[config.mk]
export PLATFORM = sky130hd
export DESIGN_NAME = upi_pins
export DESIGN_NICKNAME = d
export VERILOG_FILES = /design/src/hdl/upi_pkg.sv /design/src/hdl/upi_pins.sv
export SDC_FILE = /design/constraint.sdc
export NUM_CORES = 1
export LEC_CHECK = 0
export CORE_MARGIN = 2
export CORE_UTILIZATION = 45
export CTS_BUF_LIST = sky130_fd_sc_hd__clkbuf_2
export CTS_CLUSTER_DIAMETER = 40
export DETAILED_ROUTE_END_ITERATION = 10
export DONT_BUFFER_PORTS = 1
export GPL_TIMING_DRIVEN = 0
export PLACE_DENSITY = 0.63
export SYNTH_ARGS = -nofsm -noshare
export SYNTH_HDL_FRONTEND = slang
export SYNTH_SLANG_ARGS = --single-unit
[constraint.sdc]
create_clock -name ref_clk -period 5.2 [get_ports ref_clk]
set_input_delay 0 -clock ref_clk [delete_from_list [all_inputs] [get_ports ref_clk]]
set_output_delay 0 -clock ref_clk [all_outputs]
set_load 0.01 [all_outputs]
[src/hdl/upi_pkg.sv]
/*
  Shared constants for the serial and modem pin interface: register
  offsets, field positions, reset values, mode codes and state types.
  Assumes a single 50 MHz clock and an AXI4-Lite register bus.
*/
package upi_pkg;
  // Byte offsets inside one channel window
  localparam logic [5:0] OFF_TX     = 6'h00;
  localparam logic [5:0] OFF_RX     = 6'h04;
  localparam logic [5:0] OFF_MODEM  = 6'h08;
  localparam logic [5:0] OFF_ALT    = 6'h0c;
  localparam logic [5:0] OFF_FEAT   = 6'h10;
  localparam logic [5:0] OFF_ENH    = 6'h14;
  localparam logic [5:0] OFF_INTEN  = 6'h18;
  localparam logic [5:0] OFF_STATUS = 6'h1c;
  localparam logic [5:0] OFF_DIV    = 6'h20;
  // Address bit that picks channel B, bit that must be zero
  localparam int CH_BIT    = 6;
  localparam int TOP_BIT   = 7;
  // Field positions
  localparam int MC_DTR    = 0;
  localparam int MC_RTS    = 1;
  localparam int MC_GPO    = 3;
  localparam int MC_IR     = 6;
  localparam int ALT_LO    = 1;
  localparam int FC_RXINV  = 2;
  localparam int FC_HDX    = 3;
  localparam int EF_ARTS   = 6;
  localparam int EF_ACTS   = 7;
  // Multi-function output selections
  localparam logic [1:0] MF_GPO   = 2'h0;
  localparam logic [1:0] MF_BAUD  = 2'h1;
  localparam logic [1:0] MF_RXRDY = 2'h2;
  // Reset values
  localparam logic [7:0]  REG_RST = 8'h00;
  localparam logic [15:0] DIV_RST = 16'h001b;
  // Timing counts in 16x ticks, last bit index and bus response codes
  localparam logic [3:0] IR_PULSE = 4'h3;
  localparam logic [3:0] SUB_LAST = 4'hf;
  localparam logic [3:0] SUB_MID  = 4'h7;
  localparam logic [3:0] IR_HOLD  = 4'hf;
  localparam logic [3:0] LAST_BIT = 4'h9;
  localparam logic [1:0] RESP_OK  = 2'h0;
  localparam logic [1:0] RESP_ERR = 2'h2;
  typedef enum logic [1:0] {TX_IDLE = 2'b01, TX_SEND = 2'b10} upi_tx_e;
  typedef enum logic [1:0] {RX_IDLE = 2'b01, RX_RECV = 2'b10} upi_rx_e;
endpackage : upi_pkg

[src/hdl/upi_pins.sv]
/*
  Serial and modem pin interface for two UART channels, with a small
  transmit FIFO and an AXI4-Lite register slave.
  Assumes pins arrive asynchronous and srst is synchronous to ref_clk.
*/
// The implementer's own choices: the register offsets and the AXI4-Lite register port.
// What this block does
// - Multi-function output picks one of three functions
// - General output low when modem bit 3 set
// - Modem bit 3 clears on reset
// - Baud function shows the 16x clock
// - Receive-ready function is active-low data-ready
// - Standard mode: transmit idles high, high in reset
// - Infrared mode: encoder/decoder used, transmit idles low
// - Infrared receive idles low, optional inversion
// - Request-to-send active low, auto flow control
// - Half-duplex mode steers transceiver via request-to-send
// - Clear-to-send active low, gates transmit automatically
// - Terminal-ready active low software output
// - Data-set-ready and ring sampled, readable raw

module upi_fifo #(
  parameter int WIDTH = 8,
  parameter int DEPTH = 4
) (
  input  wire logic             ref_clk,
  input  wire logic             srst,
  input  wire logic             inValid,
  output logic                  inReady,
  input  wire logic [WIDTH-1:0] inData,
  output logic                  outValid,
  input  wire logic             outReady,
  output logic      [WIDTH-1:0] outData
);
  localparam int AW = $clog2(DEPTH);
  typedef struct packed {
    logic [AW-1:0] wp;
    logic [AW-1:0] rp;
    logic [AW:0]   cnt;
  } upi_fifo_s;
  upi_fifo_s q, d;
  logic [WIDTH-1:0] mem [DEPTH];
  logic push, pop;

  // Pointer and count update
  always_comb begin
    d = q;
    inReady = q.cnt != (AW+1)'(DEPTH);
    outValid = q.cnt != '0;
    outData = mem[q.rp];
    push = inValid && inReady;
    pop = outValid && outReady;
    if (push) d.wp = (q.wp == AW'(DEPTH-1)) ? '0 : q.wp + 1'b1;
    if (pop) d.rp = (q.rp == AW'(DEPTH-1)) ? '0 : q.rp + 1'b1;
    d.cnt = q.cnt + (AW+1)'(push) - (AW+1)'(pop);
  end

  // State and storage
  always_ff @(posedge ref_clk) begin
    if (srst) q <= '0;
    else q <= d;
    if (push) mem[q.wp] <= inData;
  end
endmodule : upi_fifo

module upi_channel
  import upi_pkg::*;
(
  input  wire logic        ref_clk,
  input  wire logic        srst,
  input  wire logic        wrEn,
  input  wire logic [5:0]  wrOff,
  input  wire logic [31:0] wrData,
  input  wire logic [1:0]  wrStrb,
  input  wire logic        rdEn,
  input  wire logic [5:0]  rdOff,
  output logic      [31:0] rdData,
  output logic             txReady,
  output logic             serialOut,
  input  wire logic        serialIn,
  output logic             requestToSendN,
  input  wire logic        clearToSendN,
  output logic             terminalReadyN,
  input  wire logic        dataSetReadyN,
  input  wire logic        ringIndicatorN,
  output logic             multiFunctionOutN
);
  typedef struct packed {
    logic [7:0]  modem;
    logic [7:0]  alt;
    logic [7:0]  feat;
    logic [7:0]  enh;
    logic [7:0]  inten;
    logic [15:0] div;
    logic [15:0] bcnt;
    logic        tick;
    logic [3:0]  meta;
    logic [3:0]  sync;
    upi_tx_e     txSt;
    logic [9:0]  txSh;
    logic [3:0]  txBit;
    logic [3:0]  txSub;
    logic [3:0]  irHold;
    upi_rx_e     rxSt;
    logic [7:0]  rxSh;
    logic [3:0]  rxBit;
    logic [3:0]  rxSub;
    logic [7:0]  rxData;
    logic        rxFull;
    logic        overrun;
    logic        txPin;
    logic        rtsN;
    logic        dtrN;
    logic        mfN;
  } upi_ch_s;
  upi_ch_s q, d;
  logic       fifoValid, fifoPop, ctsOk, irMode, rxIn, lineLvl, baudHi;
  logic [7:0] fifoData;

  upi_fifo #(.WIDTH(8), .DEPTH(4)) u_fifo (
    .ref_clk  (ref_clk),
    .srst     (srst),
    .inValid  (wrEn && wrOff == OFF_TX && wrStrb[0]),
    .inReady  (txReady),
    .inData   (wrData[7:0]),
    .outValid (fifoValid),
    .outReady (fifoPop),
    .outData  (fifoData)
  );

  assign serialOut = q.txPin;
  assign requestToSendN = q.rtsN;
  assign terminalReadyN = q.dtrN;
  assign multiFunctionOutN = q.mfN;

  // Channel next state, pin drive and read mux
  always_comb begin
    d = q;
    irMode = q.modem[MC_IR];
    ctsOk = !q.enh[EF_ACTS] || !q.sync[1];
    fifoPop = q.txSt == TX_IDLE && q.tick && ctsOk && fifoValid;
    // Software writes
    if (wrEn && wrStrb[0]) begin
      case (wrOff)
        OFF_MODEM: d.modem = wrData[7:0];
        OFF_ALT:   d.alt = wrData[7:0];
        OFF_FEAT:  d.feat = wrData[7:0];
        OFF_ENH:   d.enh = wrData[7:0];
        OFF_INTEN: d.inten = wrData[7:0];
        OFF_DIV:   d.div[7:0] = wrData[7:0];
        default:   d.div = d.div;
      endcase
    end
    if (wrEn && wrStrb[1] && wrOff == OFF_DIV) d.div[15:8] = wrData[15:8];
    // 16x tick divider
    d.tick = 1'b0;
    if (q.bcnt >= q.div - 16'h0001) begin
      d.bcnt = '0;
      d.tick = 1'b1;
    end else begin
      d.bcnt = q.bcnt + 16'h0001;
    end
    baudHi = q.bcnt >= {1'b0, q.div[15:1]};
    // Input synchronisers
    d.meta = {dataSetReadyN, ringIndicatorN, clearToSendN, serialIn};
    d.sync = q.meta;
    // Receive path, optional inversion and infrared decode
    rxIn = q.sync[0] ^ (irMode && q.feat[FC_RXINV]);
    if (q.tick) begin
      if (rxIn) d.irHold = IR_HOLD;
      else if (q.irHold != '0) d.irHold = q.irHold - 4'h1;
    end
    lineLvl = irMode ? !(rxIn || q.irHold != '0) : rxIn;
    // Reading the received byte frees the holder
    if (rdEn && rdOff == OFF_RX) begin
      d.rxFull = 1'b0;
      d.overrun = 1'b0;
    end
    // Receiver, idle line is high after decode
    if (q.tick) begin
      case (q.rxSt)
        RX_IDLE: begin
          if (!lineLvl) begin
            d.rxSt = RX_RECV;
            d.rxSub = '0;
            d.rxBit = '0;
          end
        end
        RX_RECV: begin
          d.rxSub = q.rxSub + 4'h1;
          if (q.rxSub == SUB_MID) begin
            d.rxBit = q.rxBit + 4'h1;
            if (q.rxBit == '0 && lineLvl) d.rxSt = RX_IDLE;
            else if (q.rxBit == LAST_BIT) begin
              d.rxSt = RX_IDLE;
              if (lineLvl) begin
                d.rxData = q.rxSh;
                d.overrun = q.rxFull;
                d.rxFull = 1'b1;
              end
            end else if (q.rxBit != '0) begin
              d.rxSh = {lineLvl, q.rxSh[7:1]};
            end
          end
        end
        default: d.rxSt = RX_IDLE;
      endcase
    end
    // Transmitter
    case (q.txSt)
      TX_IDLE: begin
        if (fifoPop) begin
          d.txSt = TX_SEND;
          d.txSh = {1'b1, fifoData, 1'b0};
          d.txBit = '0;
          d.txSub = '0;
        end
      end
      TX_SEND: begin
        if (q.tick) begin
          d.txSub = q.txSub + 4'h1;
          if (q.txSub == SUB_LAST) begin
            d.txSh = {1'b1, q.txSh[9:1]};
            d.txBit = q.txBit + 4'h1;
            if (q.txBit == LAST_BIT) d.txSt = TX_IDLE;
          end
        end
      end
      default: d.txSt = TX_IDLE;
    endcase
    // Transmit pin: raw bits or short pulses for zeros
    if (irMode) begin
      d.txPin = q.txSt == TX_SEND && !q.txSh[0]
                && q.txSub < IR_PULSE;
    end else begin
      d.txPin = q.txSt == TX_IDLE || q.txSh[0];
    end
    // Request-to-send: direction, auto flow or software
    if (q.feat[FC_HDX]) begin
      d.rtsN = q.txSt != TX_SEND;
    end else if (q.enh[EF_ARTS]) begin
      d.rtsN = !(q.modem[MC_RTS] && !q.rxFull);
    end else begin
      d.rtsN = !q.modem[MC_RTS];
    end
    d.dtrN = !q.modem[MC_DTR];
    // Multi-function output selection
    case (q.alt[ALT_LO+1:ALT_LO])
      MF_GPO:   d.mfN = !q.modem[MC_GPO];
      MF_BAUD:  d.mfN = baudHi;
      MF_RXRDY: d.mfN = !q.rxFull;
      default:  d.mfN = 1'b1;
    endcase
    // Register read mux
    case (rdOff)
      OFF_TX:     rdData = {23'h0, !txReady, 8'h00};
      OFF_RX:     rdData = {22'h0, q.overrun, q.rxFull, q.rxData};
      OFF_MODEM:  rdData = {24'h0, q.modem};
      OFF_ALT:    rdData = {24'h0, q.alt};
      OFF_FEAT:   rdData = {24'h0, q.feat};
      OFF_ENH:    rdData = {24'h0, q.enh};
      OFF_INTEN:  rdData = {24'h0, q.inten};
      OFF_STATUS: rdData = {25'h0, q.sync[2], q.sync[3],
                            q.sync[1], 1'b0, !q.sync[2],
                            !q.sync[3], !q.sync[1]};
      OFF_DIV:    rdData = {16'h0, q.div};
      default:    rdData = 32'h0;
    endcase
  end

  // Channel state register
  always_ff @(posedge ref_clk) begin
    if (srst) begin
      q <= '0;
      q.modem <= REG_RST;
      q.div <= DIV_RST;
      q.meta <= 4'hf;
      q.sync <= 4'hf;
      q.txSt <= TX_IDLE;
      q.rxSt <= RX_IDLE;
      q.txSh <= 10'h3ff;
      q.txPin <= 1'b1;
      q.rtsN <= 1'b1;
      q.dtrN <= 1'b1;
      q.mfN <= 1'b1;
    end else begin
      q <= d;
    end
  end
endmodule : upi_channel

module upi_pins
  import upi_pkg::*;
(
  input  wire logic        ref_clk,
  input  wire logic        srst,
  input  wire logic [7:0]  s_axi_awaddr,
  input  wire logic        s_axi_awvalid,
  output logic             s_axi_awready,
  input  wire logic [31:0] s_axi_wdata,
  input  wire logic [3:0]  s_axi_wstrb,
  input  wire logic        s_axi_wvalid,
  output logic             s_axi_wready,
  output logic [1:0]       s_axi_bresp,
  output logic             s_axi_bvalid,
  input  wire logic        s_axi_bready,
  input  wire logic [7:0]  s_axi_araddr,
  input  wire logic        s_axi_arvalid,
  output logic             s_axi_arready,
  output logic [31:0]      s_axi_rdata,
  output logic [1:0]       s_axi_rresp,
  output logic             s_axi_rvalid,
  input  wire logic        s_axi_rready,
  output logic [1:0]       serialOut,
  input  wire logic [1:0]  serialIn,
  output logic [1:0]       requestToSendN,
  input  wire logic [1:0]  clearToSendN,
  output logic [1:0]       terminalReadyN,
  input  wire logic [1:0]  dataSetReadyN,
  input  wire logic [1:0]  ringIndicatorN,
  output logic [1:0]       multiFunctionOutN
);
  typedef struct packed {
    logic        awHave;
    logic        wHave;
    logic [7:0]  waddr;
    logic [31:0] wdata;
    logic [3:0]  wstrb;
    logic        rdPend;
    logic [7:0]  raddr;
    logic        awready;
    logic        wready;
    logic        bvalid;
    logic [1:0]  bresp;
    logic        arready;
    logic        rvalid;
    logic [1:0]  rresp;
    logic [31:0] rdata;
  } upi_bus_s;
  upi_bus_s q, d;
  logic [1:0]  wrEn, rdEn, txReady;
  logic [31:0] rdData [2];

  // Address must be word aligned, in window and a known offset
  function automatic logic mapped(input logic [7:0] a);
    logic [5:0] o;
    o = a[5:0];
    mapped = !a[TOP_BIT] && o[1:0] == 2'h0 && o <= OFF_DIV;
  endfunction : mapped

  assign s_axi_awready = q.awready;
  assign s_axi_wready = q.wready;
  assign s_axi_bvalid = q.bvalid;
  assign s_axi_bresp = q.bresp;
  assign s_axi_arready = q.arready;
  assign s_axi_rvalid = q.rvalid;
  assign s_axi_rresp = q.rresp;
  assign s_axi_rdata = q.rdata;

  // Bus slave next state
  always_comb begin
    d = q;
    wrEn = 2'b00;
    rdEn = 2'b00;
    if (s_axi_awvalid && q.awready) begin
      d.awHave = 1'b1;
      d.awready = 1'b0;
      d.waddr = s_axi_awaddr;
    end
    if (s_axi_wvalid && q.wready) begin
      d.wHave = 1'b1;
      d.wready = 1'b0;
      d.wdata = s_axi_wdata;
      d.wstrb = s_axi_wstrb;
    end
    // Transmit writes wait for FIFO room
    if (q.awHave && q.wHave && !q.bvalid
        && !(q.waddr[5:0] == OFF_TX && mapped(q.waddr)
             && !txReady[q.waddr[CH_BIT]])) begin
      wrEn[q.waddr[CH_BIT]] = mapped(q.waddr);
      d.bvalid = 1'b1;
      d.bresp = mapped(q.waddr) ? RESP_OK : RESP_ERR;
      d.awHave = 1'b0;
      d.wHave = 1'b0;
    end
    if (q.bvalid && s_axi_bready) begin
      d.bvalid = 1'b0;
      d.awready = 1'b1;
      d.wready = 1'b1;
    end
    if (s_axi_arvalid && q.arready) begin
      d.arready = 1'b0;
      d.rdPend = 1'b1;
      d.raddr = s_axi_araddr;
    end
    if (q.rdPend) begin
      rdEn[q.raddr[CH_BIT]] = mapped(q.raddr);
      d.rdPend = 1'b0;
      d.rvalid = 1'b1;
      d.rresp = mapped(q.raddr) ? RESP_OK : RESP_ERR;
      d.rdata = mapped(q.raddr) ? rdData[q.raddr[CH_BIT]] : 32'h0;
    end
    if (q.rvalid && s_axi_rready) begin
      d.rvalid = 1'b0;
      d.arready = 1'b1;
    end
  end

  // Bus slave state register
  always_ff @(posedge ref_clk) begin
    if (srst) begin
      q <= '0;
      q.awready <= 1'b1;
      q.wready <= 1'b1;
      q.arready <= 1'b1;
    end else begin
      q <= d;
    end
  end

  // One independent pin interface per channel
  for (genvar c = 0; c < 2; c++) begin : g_ch
    upi_channel u_ch (
      .ref_clk           (ref_clk),
      .srst              (srst),
      .wrEn              (wrEn[c]),
      .wrOff             (q.waddr[5:0]),
      .wrData            (q.wdata),
      .wrStrb            (q.wstrb[1:0]),
      .rdEn              (rdEn[c]),
      .rdOff             (q.raddr[5:0]),
      .rdData            (rdData[c]),
      .txReady           (txReady[c]),
      .serialOut         (serialOut[c]),
      .serialIn          (serialIn[c]),
      .requestToSendN    (requestToSendN[c]),
      .clearToSendN      (clearToSendN[c]),
      .terminalReadyN    (terminalReadyN[c]),
      .dataSetReadyN     (dataSetReadyN[c]),
      .ringIndicatorN    (ringIndicatorN[c]),
      .multiFunctionOutN (multiFunctionOutN[c])
    );
  end
endmodule : upi_pins

# Word level (Yosys, flattened, before mapping)
# Memory sizes are Yosys's and may differ from the RTL's. A register that Yosys moved wholly into a read port is not among the register bits.
# Index checks and enable logic that the tools add are counted.
[op_classes] magnitude_cmp=13 addsub=22 reduce_logical=139 bitwise_logic=9 n_eq_ne=56 n_mux=92
[op_table] cell="16-bit case mux with 9 select lines" count=2
[op_table] cell="32-bit 2-to-1 mux" count=4
[op_table] cell="20-bit 2-to-1 mux" count=4
[op_table] cell="8-bit 2-to-1 mux" count=10
[op_table] cell="18-bit case mux with 2 select lines" count=2
[op_table] cell="2-bit 2-to-1 mux" count=34
[op_table] cell="1-bit logical AND" count=48
[op_table] cell="6-bit by 5-bit == test with 1-bit output, second input constant" count=7
[op_table] cell="16-bit by 1-bit adder with 16-bit output, second input constant" count=2
[op_table] cell="4-bit by 1-bit adder with 4-bit output, second input constant" count=8
[op_table] cell="16-bit by 15-bit greater-or-equal comparator with 1-bit output" count=2
[op_table] cell="16-bit greater-or-equal comparator" count=2
[op_table] cell="16-bit 2-to-1 mux" count=2
[op_table] cell="8-bit case mux with 2 select lines" count=2
[op_table] cell="4-bit AND reduction" count=8
[op_table] cell="16-bit by 1-bit subtractor with 16-bit output, second input constant" count=2
[op_table] cell="1-bit logical NOT" count=29
[op_table] cell="14-bit 2-to-1 mux" count=2
[op_table] cell="2-bit AND reduction" count=14
[op_table] cell="4-bit == test, second input constant" count=6
[op_table] cell="6-bit by 4-bit == test with 1-bit output, second input constant" count=4
[op_table] cell="6-bit AND reduction" count=4
[op_table] cell="2-bit == test, second input constant" count=10
[op_table] cell="1-bit 2-to-1 mux" count=18
[op_table] cell="34 further kinds" count=105
[word_totals] wordCells=408 regBits=366 mem_count=2 ram_bits=64
[mem_list] name="g_ch[0].u_ch.u_fifo.mem" words=4 width=8 rd=1 rd_ports_with_merged_regs=1 wr=1 line_no="upi_pins.sv:42" source="logic [WIDTH-1:0] mem [DEPTH];"
[mem_list] name="g_ch[1].u_ch.u_fifo.mem" words=4 width=8 rd=1 rd_ports_with_merged_regs=1 wr=1 line_no="upi_pins.sv:42"

# Depth between registers and ports, before layout
[logic_depth] word_depth=14 depth_mapped=15 depth_no_buf=13

# Modules after synthesis
# Synthesis repeated with hierarchy kept, for this count alone.
[unflattened] hier_cells=2282 area_unflattened_um2=21610.7
[by_module_without_submodules] mod="upi_channel (g_ch[0].u_ch)" cells_per_inst=796 instances=1 seq_area_each_um2=2722.6 area_each_um2=7178.1
[by_module_without_submodules] mod="upi_channel (g_ch[1].u_ch)" cells_per_inst=810 instances=1 seq_area_each_um2=2722.6 area_each_um2=7165.6
[by_module_without_submodules] mod="upi_pins" cells_per_inst=494 instances=1 seq_area_each_um2=1841.8 area_each_um2=4001.3
[by_module_without_submodules] mod="upi_fifo" cells_per_inst=91 instances=2 seq_area_each_um2=1141.1 area_each_um2=1632.8

# Worst setup path after synthesis
# No wires, ideal clock.
[synth_timing] kind="register -> register" from="register q[89] (netlist name)" to="register g_ch[0].u_ch.u_fifo.q[2] (netlist name)" required_ps=5072 path_slack_ps=1515 t_arrival_ps=3557 path_buffers=2 setup_time_ps=128 path_stages_with_launch=16 path_cell_list="dfxtp_1 -> buf_2 -> or4b_4 -> a2111o_1 -> or4_1 -> clkbuf_2 -> nor2_1 -> inv_1 -> ha_1 -> inv_1 -> ha_1 -> inv_1 -> fa_1 -> xor2_1 -> xnor2_1 -> nor2_1"
[synth_between] elab_chain_cells=12
[synth_lines] item="start, declared" line_no="upi_pins.sv:340" source="upi_bus_s q, d;"
[synth_lines] item="6-bit less-or-equal comparator" line_no="upi_pins.sv:348" source="mapped = !a[TOP_BIT] && o[1:0] == 2'h0 && o <= OFF_DIV;"
[synth_lines] item="1-bit logical AND" line_no="upi_pins.sv:348"
[synth_lines] item="1-bit logical AND" line_no="upi_pins.sv:378" source="&& !(q.waddr[5:0] == OFF_TX && mapped(q.waddr)"
[synth_lines] item="1-bit logical AND" line_no="upi_pins.sv:379" source="&& !txReady[q.waddr[CH_BIT]])) begin"
[synth_lines] item="1-bit logical NOT" line_no="upi_pins.sv:378"
[synth_lines] item="1-bit logical AND" line_no="upi_pins.sv:378"
[synth_lines] item="2-bit 2-to-1 mux" line_no="upi_pins.sv:377" source="if (q.awHave && q.wHave && !q.bvalid"
[synth_lines] item="1-bit logical AND (*) (2 in series)" line_no="upi_pins.sv:123" source=".inValid (wrEn && wrOff == OFF_TX && wrStrb[0]),"
[synth_lines] item="1-bit logical AND (*)" line_no="upi_pins.sv:51" source="push = inValid && inReady;"
[synth_lines] item="3-bit by 1-bit adder with 3-bit output (*)" line_no="upi_pins.sv:55" source="d.cnt = q.cnt + (AW+1)'(push) - (AW+1)'(pop);"
[synth_lines] item="3-bit by 1-bit subtractor with 3-bit output (*)" line_no="upi_pins.sv:55"
[synth_lines] item="end signal, assigned" line_no="upi_pins.sv:60" source="if (srst) q <= '0;"
[synth_lines] item="end signal, assigned" line_no="upi_pins.sv:61" source="else q <= d;"
[synth_lines] item="end, declared" line_no="upi_pins.sv:41" source="upi_fifo_s q, d;"
# Mark *: on every way between the ends. The rest lies on a longest branch, timed or not.
# A chain may end at the register's enable or synchronous reset.

# Worst setup path in the final report
[layout_timing] from="register q[88] (netlist name)" to="register g_ch[1].u_ch.u_fifo.q[2] (netlist name)"
[layout_between] elab_chain_cells=12
[layout_lines] item="6-bit less-or-equal comparator" line_no="upi_pins.sv:348"
[layout_lines] item="1-bit logical AND" line_no="upi_pins.sv:348"
[layout_lines] item="1-bit logical AND" line_no="upi_pins.sv:378"
[layout_lines] item="1-bit logical AND" line_no="upi_pins.sv:379"
[layout_lines] item="1-bit logical NOT" line_no="upi_pins.sv:378"
[layout_lines] item="1-bit logical AND" line_no="upi_pins.sv:378"
[layout_lines] item="2-bit 2-to-1 mux" line_no="upi_pins.sv:377"
[layout_lines] item="1-bit logical AND (*) (2 in series)" line_no="upi_pins.sv:123"
[layout_lines] item="1-bit logical AND (*)" line_no="upi_pins.sv:51"
[layout_lines] item="3-bit by 1-bit adder with 3-bit output (*)" line_no="upi_pins.sv:55"
[layout_lines] item="3-bit by 1-bit subtractor with 3-bit output (*)" line_no="upi_pins.sv:55"
[layout_lines] item="end signal, assigned" line_no="upi_pins.sv:60"
[layout_lines] item="end signal, assigned" line_no="upi_pins.sv:61"
[layout_lines] item="end, declared" line_no="upi_pins.sv:41"
# Marked as above.

==> impl_metrics.json <==
{
  "drt_iter0_drc": 1494,
  "ant_nets": 0,
  "period_share_pct": 79.1,
  "regArea_um2": 8930,
  "leakage_nw": 8.75,
  "syn_to_final_growth_pct": 15.8,
  "max_stage_delay_ps": 800,
  "syn_area_per_cell_um2": 9.30,
  "path_cells": "buf_6 -> or4b_4 -> a2111oi_1 -> buf_2 -> nand4_1 -> nor2_1 -> inv_1 -> ha_1 -> inv_1 -> ha_1 -> fa_1 -> xnor2_1 -> xnor2_1 -> nor2_1",
  "insertion_delay_ps": 1130,
  "hold_violations": 0,
  "grt_max_degree": 16,
  "cts.clk_slew.worst_paths_ps": 110,
  "grt_pass1_vias": 16773,
  "start_util_pct": 45.7,
  "worst_pin_slew_ps": 1340,
  "critPathLaunchType": "flop",
  "reg2reg_setup_slack_ps": 1090,
  "via_per_inst": 5.66,
  "cts_resized": 0,
  "outcome": "finished clean",
  "dp_hpwl_um": 43500,
  "fp-row-count": 76,
  "powerDensity_nw_per_um2": 273,
  "ir_drop_v": 0.000184,
  "post-cts-setup-buffers": 0,
  "core_um2": 43200,
  "post-route-cell-area_um2": 22800,
  "htreeDepth": 3,
  "synth_seq_area_share_pct": 45.3,
  "skew_ps": 125,
  "io_pins": 116,
  "post-synth-top-count-cell": "dfxtp_1",
  "vias": 17218,
  "avgRoutedWirePerCell_um": 20.1,
  "antenna_found_initial": 1,
  "critPathCaptureType": "flop",
  "fin_setup_tns_ps": 0,
  "drv_cap": 0,
  "ys_ff_latch": 414,
  "drive_gt1_share_pct": 11.8,
  "syn_area_um2": 19700,
  "multi_input_area_um2": 9730,
  "setup_violations": 0,
  "critical_path_arrival_ps": 5070,
  "synthFlopType": "dfxtp_1",
  "die-width_um": 213,
  "rsz0062_at_grt": "false",
  "drv_slew": 0,
  "grt_overflow": 0,
  "synth_common_cells": "350 x dfxtp_1, 214 x nand2_1, 147 x o21ai_0",
  "cts_buffers": 106,
  "period_minus_slack_ps": 4110,
  "crit_fanout": 10,
  "worstSetupPathType": "reg -> reg",
  "place_congestion": 0.975,
  "die-area_um2": 45500,
  "clock-sinks": 414,
  "synth_top_area_share_pct": 35.5,
  "synth-async-reset-ratio_pct": 0,
  "fmax_mhz": 243,
  "placement.cell_area_um2": 20500,
  "crit_path_top_delay_cell": "a2111oi_1",
  "fill_cells": 4049,
  "fin_nets": 2552,
  "crit_required_ps": 6160,
  "grt_use_total_pct": 27.0,
  "port_buffers": 0,
  "synth_edf_count": 64,
  "netlist_instances": 2121,
  "clock-root-buffer": "clkbuf_2",
  "grt_pass1_wl_um": 93100,
  "first_pass_iters": 6,
  "synth_top_area_cell": "dfxtp_1",
  "max_slew_margin_pct": 9.41,
  "fp.dieH_um": 213,
  "min_path_type": "in -> reg",
  "yosys_warnings": 0,
  "clk_path_buf_depth": 3,
  "wirelength_um": 61000,
  "cts_tree": "done",
  "synth_cell_types": 79,
  "drcViolationCount": 0,
  "holdBufCountCts": 129,
  "synthTopCellsByArea": "dfxtp_1 36%, edfxtp_1 9.7%, ha_1 6.9%"
}
==> critical path, delay by kind of cell, from the launching register on <==
kind | cells | cell delay, ps
compound gates | 1 | 800
xor+xnor | 2 | 320
fa+ha+maj | 3 | 840
buf+inv | 4 | 600
flops | 1 | 320
simple gates | 4 | 1090
==> where the power goes <==
part	internal (mW)	switching, mW
Combinational	0.188	0.318
Clock	1.02	1.36
Sequential	3.29	0.0560
==> cell families (layout without fill, tap and decap cells) <==
kind of cell               count (synthesis)  count (layout)  share of synthesized area (%)
xor gates and xnor gates                  64              64                           2.84
DFF                                      414             414                           45.3
and+or+nand+nor                          711             711                           18.1
AOI/OAI and AO/OA                        460             460                           14.3
buffers and inverters                    252             568                           5.69
muxes                                    109             109                           6.68
adders and majority gates                110             110                           7.06
other                                      1              20                         0.0190
==> placed cells by master, fill, tap and decap left out, drive strengths merged, types with 9 or more instances in the layout <==
master,Yosys,layout
a21o,9,9
a21oi,144,144
a221oi,12,12
a22oi,19,19
and2,24,24
buf,63,63
clkbuf,98,272
conb,1,18
dfxtp,350,350
dlygate4sd3,0,129
edfxtp,64,64
ha,108,108
inv,91,92
mux2i,90,90
mux4,18,18
nand2,214,214
nand2b,10,10
nand3,134,134
nand3b,10,10
nand4,38,38
nand4b,9,9
nor2,112,112
nor2b,13,13
nor3,42,42
nor4,17,17
o211ai,28,28
o21a,13,13
o21ai,147,147
or2,19,19
or3,13,13
or4,17,17
xnor2,48,48
xor2,16,16
==> path summary, 6_finish.rpt <==
check / from / end / cells past startpoint
hold reg to reg: g_ch[0].u_ch.d[59] / g_ch[0].u_ch.q[59] / 1
hold / removal: s_axi_wdata[10] / q[64] / 4
setup / recovery: q[88] / g_ch[1].u_ch.u_fifo.q[2] / 14
setup reg to reg: q[88] / g_ch[1].u_ch.u_fifo.q[2] / 14
==> routing by layer <==
layer | up-vias | GRT usage, % | routed length (µm)
li1 | 8148 | - | -
met1 | 8250 | 35.3 | 26300
met2 | 672 | 42.5 | 27400
met3 | 148 | 5.69 | 4760
met4 | 0 | 13.4 | 2580
met5 | - | 0 | 0
==> metrics by stage <==
step | hold WS [ps] | worst slack [ps] | total power [mW] | utilization, % | std cells
final | 140 | 1090 | 6.23 | 52.9 | 3041
after detailed placement | 105 | 1150 | 3.83 | 47.5 | 2723
after CTS | 5.13 | 1150 | 6.25 | 52.9 | 3039
after global placement | 103 | 1210 | 3.81 | 47.5 | 2723
after floorplan | 100 | 1520 | 3.68 | - | 2138
after global routing | 105 | 754 | 6.49 | 52.9 | 3040
==> sequential cells by signal (all words and copies together) (netlist names), 8 cells and up, named ones only <==
signal and cells:
g_ch.u_ch.q 254, g_ch.u_ch.u_fifo.mem 64, q 37, s_axi_rdata 16, g_ch.u_ch.u_fifo.q 14, g_ch.u_ch.d 8
==> cell type report <==
cell class                      instances  area share, %
Clock inverter                         13          0.625
Tap cell                              585           3.21
Timing Repair Buffer                  129           5.66
Sequential cell                       414           39.1
Multi-Input combinational cell       1472           42.6
Antenna cell                            2         0.0219
Clock buffer                          174           3.82
Buffer                                161           3.42
Inverter                               91           1.50
Note: power is estimated with default switching activity, not from simulation.
